==> src/rtl/ispm_pkg.sv <==
// Constants, register map and types of the idle and stop power manager
package ispm_pkg;

  // ****************************************
  // Bus geometry
  // ****************************************
  localparam int ADDR_W = 12;
  localparam int DATA_W = 32;
  localparam logic [1:0] RESP_OKAY = 2'h0;
  localparam logic [1:0] RESP_SLVERR = 2'h2;

  // ****************************************
  // Register indices and byte addresses
  // ****************************************
  localparam logic [7:0] PWR_CTRL_IDX = 8'h87;
  localparam logic [7:0] REG_CTRL_IDX = 8'h88;
  localparam logic [7:0] STATUS_IDX = 8'h89;
  localparam logic [ADDR_W-1:0] PWR_CTRL_ADDR = {2'h0, PWR_CTRL_IDX, 2'h0};
  localparam logic [ADDR_W-1:0] REG_CTRL_ADDR = {2'h0, REG_CTRL_IDX, 2'h0};
  localparam logic [ADDR_W-1:0] STATUS_ADDR = {2'h0, STATUS_IDX, 2'h0};

  // ****************************************
  // Field layout and reset values
  // ****************************************
  localparam int IDLE_BIT = 0;
  localparam int STOP_BIT = 1;
  localparam int GPF_LSB = 2;
  localparam int GPF_W = 6;
  localparam int SHUTDOWN_BIT = 0;
  localparam int ST_REGOFF_BIT = 2;
  localparam logic [GPF_W-1:0] GPF_RESET = 6'h00;
  localparam logic REG_SHUTDOWN_RESET = 1'b0;
  localparam logic [15:0] RESET_VECTOR = 16'h0000;

  // ****************************************
  // Timing
  // ****************************************
  localparam int CLK_PERIOD_NS = 10;
  localparam int RESET_HOLD_NS = 40;
  localparam int CNT_W = 4;
  localparam logic [CNT_W-1:0] RESET_HOLD_CYC = CNT_W'((RESET_HOLD_NS + CLK_PERIOD_NS - 1) / CLK_PERIOD_NS);
  localparam logic [CNT_W-1:0] CNT_ZERO = 4'h0;
  localparam logic [CNT_W-1:0] CNT_ONE = 4'h1;

  // ****************************************
  // Types
  // ****************************************
  typedef enum logic [1:0] {MODE_RUN, MODE_IDLE, MODE_STOP, MODE_RESET} ispm_mode_type;

  typedef enum logic [1:0] {SEL_NONE, SEL_PWR, SEL_REG, SEL_STATUS} ispm_sel_type;

  typedef struct packed {
    logic ext_pin;
    logic watchdog_timeout;
    logic missing_clk_timeout;
    logic other_internal;
  } ispm_rst_src_type;

  typedef struct packed {
    logic core_clk_en;
    logic periph_clk_en;
    logic int_osc_en;
    logic regulator_en;
  } ispm_power_ctl_type;

  // Register select from a byte address
  function automatic ispm_sel_type ispm_decode(input logic [ADDR_W-1:0] addr);
    if (addr == PWR_CTRL_ADDR)
      ispm_decode = SEL_PWR;
    else if (addr == REG_CTRL_ADDR)
      ispm_decode = SEL_REG;
    else if (addr == STATUS_ADDR)
      ispm_decode = SEL_STATUS;
    else
      ispm_decode = SEL_NONE;
  endfunction : ispm_decode

endpackage : ispm_pkg

==> src/rtl/ispm_reset_seq.sv <==
// Reset source gating and reset hold counter
module ispm_reset_seq
  import ispm_pkg::*;
(
  // Clock and reset
  input wire logic aclk,
  input wire logic aresetn,
  // Reset sources and their enables
  input wire ispm_pkg::ispm_rst_src_type rst_src,
  input wire logic watchdog_enable,
  input wire logic missing_clk_enable,
  input wire logic regulator_off,
  // Reset sequence in progress
  output logic sys_rst_active
);

  // ****************************************
  // Source gating and hold counter
  // ****************************************
  logic [CNT_W-1:0] cnt_reg;
  logic [CNT_W-1:0] cnt_next;
  logic active_reg;
  logic internal_src;
  logic take;

  always_comb
  begin
    internal_src = (rst_src.watchdog_timeout & watchdog_enable)
                 | (rst_src.missing_clk_timeout & missing_clk_enable)
                 | rst_src.other_internal;
    take = rst_src.ext_pin | (internal_src & ~regulator_off);
    if (take)
      cnt_next = RESET_HOLD_CYC;
    else if (cnt_reg != CNT_ZERO)
      cnt_next = cnt_reg - CNT_ONE;
    else
      cnt_next = CNT_ZERO;
  end

  always_ff @(posedge aclk)
  begin
    if (!aresetn)
    begin
      cnt_reg <= CNT_ZERO;
      active_reg <= 1'b0;
    end
    else
    begin
      cnt_reg <= cnt_next;
      active_reg <= (cnt_next != CNT_ZERO);
    end
  end

  assign sys_rst_active = active_reg;

endmodule : ispm_reset_seq

==> src/rtl/ispm_power_manager.sv <==
// Idle and stop power manager with AXI4-Lite register access
//
// The implementer's own choices: the register addresses and the AXI4-Lite register port.
module ispm_power_manager
  import ispm_pkg::*;
(
  // Clock and reset
  input wire logic aclk,
  input wire logic aresetn,
  // AXI4-Lite write address and data
  input wire logic [ispm_pkg::ADDR_W-1:0] s_axi_awaddr,
  input wire logic s_axi_awvalid,
  output logic s_axi_awready,
  input wire logic [ispm_pkg::DATA_W-1:0] s_axi_wdata,
  input wire logic [3:0] s_axi_wstrb,
  input wire logic s_axi_wvalid,
  output logic s_axi_wready,
  // AXI4-Lite write response
  output logic [1:0] s_axi_bresp,
  output logic s_axi_bvalid,
  input wire logic s_axi_bready,
  // AXI4-Lite read
  input wire logic [ispm_pkg::ADDR_W-1:0] s_axi_araddr,
  input wire logic s_axi_arvalid,
  output logic s_axi_arready,
  output logic [ispm_pkg::DATA_W-1:0] s_axi_rdata,
  output logic [1:0] s_axi_rresp,
  output logic s_axi_rvalid,
  input wire logic s_axi_rready,
  // Wake and reset sources
  input wire logic irq_pending,
  input wire ispm_pkg::ispm_rst_src_type rst_src,
  input wire logic watchdog_enable,
  input wire logic missing_clk_enable,
  // Power and clock controls
  output ispm_pkg::ispm_power_ctl_type power_ctl,
  // Core control
  output logic sys_reset,
  output logic irq_resume,
  output logic exec_start,
  output logic [15:0] exec_addr
);

  // ****************************************
  // State
  // ****************************************
  ispm_mode_type mode_reg, mode_next;
  logic [1:0] req_reg, req_next;
  logic [GPF_W-1:0] gpf_reg, gpf_next;
  logic shutdown_reg, shutdown_next;
  logic reg_off_reg, reg_off_next;
  ispm_power_ctl_type power_reg, power_next;
  logic resume_reg, resume_next;
  logic start_reg, start_next;
  logic aw_got_reg, aw_got_next;
  logic w_got_reg, w_got_next;
  logic [ADDR_W-1:0] awaddr_reg, awaddr_next;
  logic [7:0] wdata_reg, wdata_next;
  logic wstrb0_reg, wstrb0_next;
  logic bvalid_reg, bvalid_next;
  logic [1:0] bresp_reg, bresp_next;
  logic rvalid_reg, rvalid_next;
  logic [DATA_W-1:0] rdata_reg, rdata_next;
  logic [1:0] rresp_reg, rresp_next;
  ispm_sel_type rsel_reg, rsel_next;
  logic sys_rst_active;
  logic wr_do;
  logic b_done;
  ispm_sel_type wsel;
  ispm_sel_type asel;

  // ****************************************
  // Reset sequencer
  // ****************************************
  ispm_reset_seq u_reset_seq (
    .aclk(aclk),
    .aresetn(aresetn),
    .rst_src(rst_src),
    .watchdog_enable(watchdog_enable),
    .missing_clk_enable(missing_clk_enable),
    .regulator_off(reg_off_reg),
    .sys_rst_active(sys_rst_active)
  );

  // ****************************************
  // Next state
  // ****************************************
  always_comb
  begin
    wsel = ispm_decode(awaddr_reg);
    asel = ispm_decode(s_axi_araddr);
    wr_do = aw_got_reg & w_got_reg;
    b_done = bvalid_reg & s_axi_bready;
    aw_got_next = aw_got_reg;
    awaddr_next = awaddr_reg;
    w_got_next = w_got_reg;
    wdata_next = wdata_reg;
    wstrb0_next = wstrb0_reg;
    bvalid_next = bvalid_reg;
    bresp_next = bresp_reg;
    rvalid_next = rvalid_reg;
    rdata_next = rdata_reg;
    rresp_next = rresp_reg;
    rsel_next = rsel_reg;
    mode_next = mode_reg;
    req_next = req_reg;
    gpf_next = gpf_reg;
    shutdown_next = shutdown_reg;
    reg_off_next = reg_off_reg;
    resume_next = 1'b0;
    start_next = 1'b0;
    // Write channels taken in either order
    if (s_axi_awvalid && s_axi_awready)
    begin
      aw_got_next = 1'b1;
      awaddr_next = s_axi_awaddr;
    end
    if (s_axi_wvalid && s_axi_wready)
    begin
      w_got_next = 1'b1;
      wdata_next = s_axi_wdata[7:0];
      wstrb0_next = s_axi_wstrb[0];
    end
    if (b_done)
      bvalid_next = 1'b0;
    if (wr_do)
    begin
      aw_got_next = 1'b0;
      w_got_next = 1'b0;
      bvalid_next = 1'b1;
      bresp_next = (wsel == SEL_NONE) ? RESP_SLVERR : RESP_OKAY;
      if (wsel == SEL_PWR && wstrb0_reg)
      begin
        gpf_next = wdata_reg[GPF_LSB +: GPF_W];
        if (mode_reg == MODE_RUN)
          req_next = {wdata_reg[STOP_BIT], wdata_reg[IDLE_BIT]};
      end
      else if (wsel == SEL_REG && wstrb0_reg)
        shutdown_next = wdata_reg[SHUTDOWN_BIT];
    end
    // Read channel
    if (s_axi_rvalid && s_axi_rready)
      rvalid_next = 1'b0;
    if (s_axi_arvalid && s_axi_arready)
    begin
      rvalid_next = 1'b1;
      rsel_next = asel;
      rdata_next = '0;
      rresp_next = RESP_OKAY;
      if (asel == SEL_PWR)
        rdata_next[GPF_LSB +: GPF_W] = gpf_reg;
      else if (asel == SEL_REG)
        rdata_next[SHUTDOWN_BIT] = shutdown_reg;
      else if (asel == SEL_STATUS)
      begin
        rdata_next[1:0] = mode_reg;
        rdata_next[ST_REGOFF_BIT] = reg_off_reg;
      end
      else
        rresp_next = RESP_SLVERR;
    end
    // Power mode sequencing
    case (mode_reg)
      MODE_RUN:
      begin
        if (b_done && req_reg != 2'h0)
        begin
          req_next = 2'h0;
          if (req_reg[1])
          begin
            mode_next = MODE_STOP;
            reg_off_next = shutdown_reg;
          end
          else
            mode_next = MODE_IDLE;
        end
      end
      MODE_IDLE:
      begin
        if (irq_pending)
        begin
          mode_next = MODE_RUN;
          resume_next = 1'b1;
        end
      end
      MODE_STOP:
        mode_next = MODE_STOP;
      default:
      begin
        mode_next = MODE_RUN;
        start_next = 1'b1;
      end
    endcase
    // System reset returns control state to defaults
    if (sys_rst_active)
    begin
      mode_next = MODE_RESET;
      req_next = 2'h0;
      gpf_next = GPF_RESET;
      shutdown_next = REG_SHUTDOWN_RESET;
      reg_off_next = 1'b0;
      resume_next = 1'b0;
      start_next = 1'b0;
    end
    // Clock and regulator controls per mode
    power_next.core_clk_en = (mode_next == MODE_RUN) || (mode_next == MODE_RESET);
    power_next.periph_clk_en = (mode_next != MODE_STOP);
    power_next.int_osc_en = (mode_next != MODE_STOP);
    power_next.regulator_en = !((mode_next == MODE_STOP) && reg_off_next);
  end

  // ****************************************
  // Registers
  // ****************************************
  always_ff @(posedge aclk)
  begin
    if (!aresetn)
    begin
      mode_reg <= MODE_RUN;
      req_reg <= 2'h0;
      gpf_reg <= GPF_RESET;
      shutdown_reg <= REG_SHUTDOWN_RESET;
      reg_off_reg <= 1'b0;
      power_reg <= 4'hF;
      resume_reg <= 1'b0;
      start_reg <= 1'b0;
      aw_got_reg <= 1'b0;
      awaddr_reg <= '0;
      w_got_reg <= 1'b0;
      wdata_reg <= 8'h00;
      wstrb0_reg <= 1'b0;
      bvalid_reg <= 1'b0;
      bresp_reg <= RESP_OKAY;
      rvalid_reg <= 1'b0;
      rdata_reg <= '0;
      rresp_reg <= RESP_OKAY;
      rsel_reg <= SEL_NONE;
    end
    else
    begin
      mode_reg <= mode_next;
      req_reg <= req_next;
      gpf_reg <= gpf_next;
      shutdown_reg <= shutdown_next;
      reg_off_reg <= reg_off_next;
      power_reg <= power_next;
      resume_reg <= resume_next;
      start_reg <= start_next;
      aw_got_reg <= aw_got_next;
      awaddr_reg <= awaddr_next;
      w_got_reg <= w_got_next;
      wdata_reg <= wdata_next;
      wstrb0_reg <= wstrb0_next;
      bvalid_reg <= bvalid_next;
      bresp_reg <= bresp_next;
      rvalid_reg <= rvalid_next;
      rdata_reg <= rdata_next;
      rresp_reg <= rresp_next;
      rsel_reg <= rsel_next;
    end
  end

  // ****************************************
  // Outputs
  // ****************************************
  assign s_axi_awready = !aw_got_reg && !bvalid_reg;
  assign s_axi_wready = !w_got_reg && !bvalid_reg;
  assign s_axi_bvalid = bvalid_reg;
  assign s_axi_bresp = bresp_reg;
  assign s_axi_arready = !rvalid_reg;
  assign s_axi_rvalid = rvalid_reg;
  assign s_axi_rdata = rdata_reg;
  assign s_axi_rresp = rresp_reg;
  assign power_ctl = power_reg;
  assign sys_reset = sys_rst_active;
  assign irq_resume = resume_reg;
  assign exec_start = start_reg;
  assign exec_addr = RESET_VECTOR;
endmodule : ispm_power_manager

==> config.mk <==
export PLATFORM = sky130hd
export DESIGN_NAME = ispm_power_manager
export DESIGN_NICKNAME = d
export VERILOG_FILES = /design/src/rtl/ispm_pkg.sv /design/src/rtl/ispm_reset_seq.sv /design/src/rtl/ispm_power_manager.sv
export SDC_FILE = /design/constraint.sdc
export NUM_CORES = 1
export LEC_CHECK = 0
export ABC_AREA = 1
export BUFFER_PORTS_ARGS = -buffer_cell sky130_fd_sc_hd__buf_2
export CAP_MARGIN = 40
export CORE_MARGIN = 1
export CORE_UTILIZATION = 49
export CTS_CLUSTER_SIZE = 40
export DETAILED_ROUTE_END_ITERATION = 7
export PLACE_DENSITY_LB_ADDON = 0.1
export REMOVE_ABC_BUFFERS = 1
export SYNTH_ARGS = -nofsm -noshare
export SYNTH_HDL_FRONTEND = slang
export SYNTH_SLANG_ARGS = --single-unit
==> constraint.sdc <==
create_clock -name aclk -period 2.65 [get_ports aclk]
set_input_delay 0.53 -clock aclk [delete_from_list [all_inputs] [get_ports aclk]]
set_output_delay 0.53 -clock aclk [all_outputs]
set_load 0.05 [all_outputs]
# Yosys cells after proc, flatten, opt, wreduce, memory -nomap -nowiden
# Cells that the tools add are included.
dict set report totals {
  reg_bits 59
  elab_cells 119
  input_bits 74
  ramBits 0
  latch_bits 0
  mem_count 0
  mem_bits_ro 0
}
dict set report op_classes {
  n_shift 0
  n_mul 0
  reduce_logical 30
  n_div 0
  magnitude_cmp 0
  n_eq_ne 16
  n_bitwise 12
  muxes 38
  addsub 1
}
# op n
set op_table {}
lappend op_table {{equality test 12 x 10 -> 1 bit, second input constant} 6}
lappend op_table {{two-way mux 2 bit} 21}
lappend op_table {{equality test 2 bit, second input constant} 6}
lappend op_table {{two-way mux 1 bit} 12}
lappend op_table {{logical AND 1 bit} 10}
lappend op_table {{two-way mux 4 bit} 2}
lappend op_table {{nonzero test 4 bit} 2}
lappend op_table {{equality test 2 x 1 -> 1 bit, second input constant} 3}
lappend op_table {{logical NOT 2 bit} 3}
lappend op_table {{case mux 2 bit (3 select lines)} 1}
lappend op_table {{nonzero test 2 bit} 3}
lappend op_table {{OR reduction 3 bit} 2}
lappend op_table {{AND 1 bit} 5}
lappend op_table {{logical NOT 1 bit} 5}
lappend op_table {{two-way mux 5 bit} 1}
lappend op_table {{inverter 1 bit} 4}
lappend op_table {{OR reduction 2 bit} 2}
lappend op_table {{subtractor 4 x 1 -> 4 bit, second input constant} 1}
lappend op_table {{two-way mux 3 bit} 1}
lappend op_table {{OR 1 bit} 3}
lappend op_table {{AND reduction 3 bit} 1}
lappend op_table {{!= test 2 bit, second input constant} 1}
lappend op_table {{AND reduction 2 bit} 1}
lappend op_table {{logical OR 1 bit} 1}

# Depth between registers and ports, before layout
dict set report depth {
  depth_word 10
  ltp_mapped 9
  ltp_nobuf 9
}

# Hierarchy
# Synthesis repeated with hierarchy kept, for this count alone.
dict set report unflattened {
  hier_cells 386
  area_unflattened_um2 2770.2
}
# mod cells_each area_each_um2 instances seq_area_each_um2
set by_module_without_submodules {}
lappend by_module_without_submodules {ispm_power_manager 341 2497.4 1 1041.0}
lappend by_module_without_submodules {ispm_reset_seq 45 272.8 1 100.1}

# Worst setup path before layout
# Ideal clock, no wire load.
dict set report synth_path {
  kind {reg-to-reg}
  start {register bvalid_reg, in the netlist s_axi_bvalid}
  end {register awaddr_reg[10]}
  t_required_ns 2.531
  path_stages_with_launch 6
  arrival_ns 1.903
  setup_slack_ns 0.627
  cell_sequence {dfxtp_1 > nor2_1 > nand2_1 > buf_2 > o21ai_0 > a21oi_1}
}
dict set report synth_between {
  elab_chain_cells 3
}
# item line
set synth_lines {}
lappend synth_lines {{start, declared} ispm_power_manager.sv:60} ;# logic bvalid_reg, bvalid_next;
lappend synth_lines {{start signal, assigned} ispm_power_manager.sv:254} ;# bvalid_reg <= bvalid_next;
lappend synth_lines {{logical NOT 1 bit} ispm_power_manager.sv:266} ;# assign s_axi_awready = !aw_got_reg && !bvalid_reg;
lappend synth_lines {{logical AND 1 bit} ispm_power_manager.sv:266}
lappend synth_lines {{net s_axi_awready} ispm_power_manager.sv:13} ;# output logic s_axi_awready,
lappend synth_lines {{logical AND 1 bit} ispm_power_manager.sv:113} ;# if (s_axi_awvalid && s_axi_awready)
lappend synth_lines {{end signal, assigned} ispm_power_manager.sv:250} ;# awaddr_reg <= awaddr_next;
lappend synth_lines {{end, declared} ispm_power_manager.sv:57} ;# logic [ADDR_W-1:0] awaddr_reg, awaddr_next;
# The timed path passes the listed nets, and every way through them passes these cells.
# A chain may end at the register's enable or synchronous reset.

==> metrics.yaml <==
arrival_ns: 1.95
syn_inst: 383
holdWs_ns: 0.417
synthMuxAreaShare_pct: 0
wl_per_cell_um: 9.48
viasPerCell: 4.49
dp_hpwl_um: 3740
grt_overflow: 0
coreArea_mm2: 0.00527
worstHoldPathCells: 1
grt_pass1_wl_um: 8350
fin_cells: 529
first_global_vias: 1930
tritoncts: "done"
first_pass_iters: 4
largest_register_ffs: 12
synth_area_mm2: 0.00275
htree_levels: 3
mostFrequentLayoutCells: "71 x nor2_1, 68 x buf_2, 57 x dfxtp_1"
yosys_warnings: 0
clockBufferDepth: 2
synth_compound_area_share_pct: 11.2
min_period_ns: 1.73
holdBufCountCts: 0
fmax_mhz: 579
nNetsFinal: 531
min_path_type: "reg -> reg"
clock-root-buffer: "clkbuf_8"
criticalPathCategory: "reg -> reg"
post_cts_buffers: 0
totalWireLength_um: 5020
p_leak_nw: 1.58
die_x_um: 76.9
p_per_area_mw_per_mm2: 667
start_kind: "flop"
worstPathRequired_ns: 2.87
antenna_found_initial: 0
cts.sinks: 57
buffer_ports.inserted: 68
worst-path-max-fanout: 6
setup_tns_ns: 0
cts_resized: 0
grt_usage_pct: 17.9
final_common_cell: "nor2_1"
setup_viol_count_final: 0
dp_cells: 513
reg2reg_depth: 8
finalCritPeriodShare_pct: 65.1
max-vdd-ir-drop_mv: 0.433
syn_area_per_cell_um2: 7.18
worstReg2RegStart: "mode_reg[1]"
dieArea_mm2: 0.00592
drv_cap: 0
endpoint: "power_ctl[3]"
synth_top_family_by_area: "simple AND/OR/NAND/NOR gates"
initial_utilization_pct: 52.2
dieHeight_um: 76.9
drive_gt1_share_pct: 20.9
yosysSeqAreaShare_pct: 41.5
synthAdderAreaFrac_pct: 1.36
tightest_slew_ns: 0.651
synthXorXnorAreaFrac_pct: 0
ioPinCount: 138
synth-simple-area-share_pct: 26.3
postRouteAntennaNets: 0
remaining_drc_errors: 0
vias: 2377
slew_headroom_pct: 56.5
finalHoldViolCount: 0
startpoint: "mode_reg[1]"
row_count: 26
worstSetupEndpointType: "flop"
rsz0062_at_grt: "false"
clock_latency_ns: 0.33
slew_viol_final: 0
r2r_end: "power_ctl[3]"
r2r_setup_slack_ns: 0.92
numCtsBuffers: 9
gp_congestion: 0.767
finalClockSkew_ns: 0.00593
antenna_cells: 0
grt_max_degree: 34
syn2layout_area_growth_pct: 15.6
status: "complete, no violations"
yosysUniqueCellTypes: 27
synth_seq_cells: 57
drt_iter0_drc: 88
clk_pin_slew_ns: 0.06
fin_util_pct: 60.3
-- worst min path at each step --
stage | start | endpoint | slack (ns)
finish | u_reset_seq.cnt_reg[0] | u_reset_seq.cnt_reg[0] | 0.42
CTS | u_reset_seq.cnt_reg[0] | u_reset_seq.cnt_reg[0] | 0.42
global route | u_reset_seq.cnt_reg[0] | u_reset_seq.cnt_reg[0] | 0.44
global placement | u_reset_seq.cnt_reg[0] | u_reset_seq.cnt_reg[0] | 0.41
floorplan | u_reset_seq.cnt_reg[0] | u_reset_seq.cnt_reg[0] | 0.40
detailed placement | u_reset_seq.cnt_reg[0] | u_reset_seq.cnt_reg[0] | 0.41
-- through the flow --
step | power [mW] | setup WS, ns | instance area (um^2)
global route | 2.23 | 0.807 | 3180
finish | 2.12 | 0.924 | 3180
global placement | 1.38 | 0.834 | 2990
floorplan | 1.29 | 0.390 | 2550
CTS | 2.14 | 0.936 | 3180
detailed placement | 1.38 | 0.843 | 2990
-- cells in the mapped netlist (all sizes together) --
| cell | n | area share, % |
|---|---|---|
| or2 | 2 | 0.45 |
| buf | 47 | 12 |
| dfxtp | 57 | 41 |
| clkbuf | 3 | 0.41 |
| nor4 | 3 | 0.68 |
| o21ai | 36 | 6.6 |
| nor3 | 10 | 2.2 |
| nand4 | 7 | 1.6 |
| a21oi | 24 | 4.4 |
| conb | 1 | 0.14 |
| nand3 | 16 | 2.9 |
| ha | 3 | 1.4 |
| nand2 | 51 | 7.4 |
| inv | 48 | 6.6 |
| nor2 | 74 | 11 |
| o21a | 1 | 0.27 |
-- worst max-delay path, cell delays in order, from the launching register on --
cell and delay [ns]:
dfxtp_1 0.34, nor2_1 0.34, nand2_1 0.12, inv_1 0.08
nand2_1 0.05, nand3_1 0.08, inv_1 0.05, ha_1 0.28
or2_2 0.28
-- final cells by class --
class	count	area, um^2
Fill cell	555	2090
Multi-Input combinational cell	269	1230
Sequential cell	57	1140
Timing Repair Buffer	69	348
Clock buffer	14	183
Inverter	48	183
Tap cell	70	87.6
Clock inverter	2	10.0
-- power breakdown --
group / total (mW) / switching, mW / internal [mW]
clock network: 0.757 / 0.318 / 0.438
registers: 0.939 / 0.0289 / 0.910
logic: 0.426 / 0.334 / 0.0922
total: 2.12 / 0.681 / 1.44
-- per-layer routing --
metal	global-route usage [%]	vias up	wire, um
met5	0	-	0
met2	27.3	96	2180
li1	-	1273	-
met4	8.65	0	60
met3	5.24	8	350
met1	22.9	1000	2430
-- kinds of logic after synthesis --
family | count (synthesis)
adders and majority gates | 3
other | 1
buffers and inverters | 98
DFF | 57
and+or+nand+nor | 163
AOI/OAI and AO/OA | 61
Note: power is estimated with default switching activity, not from simulation.
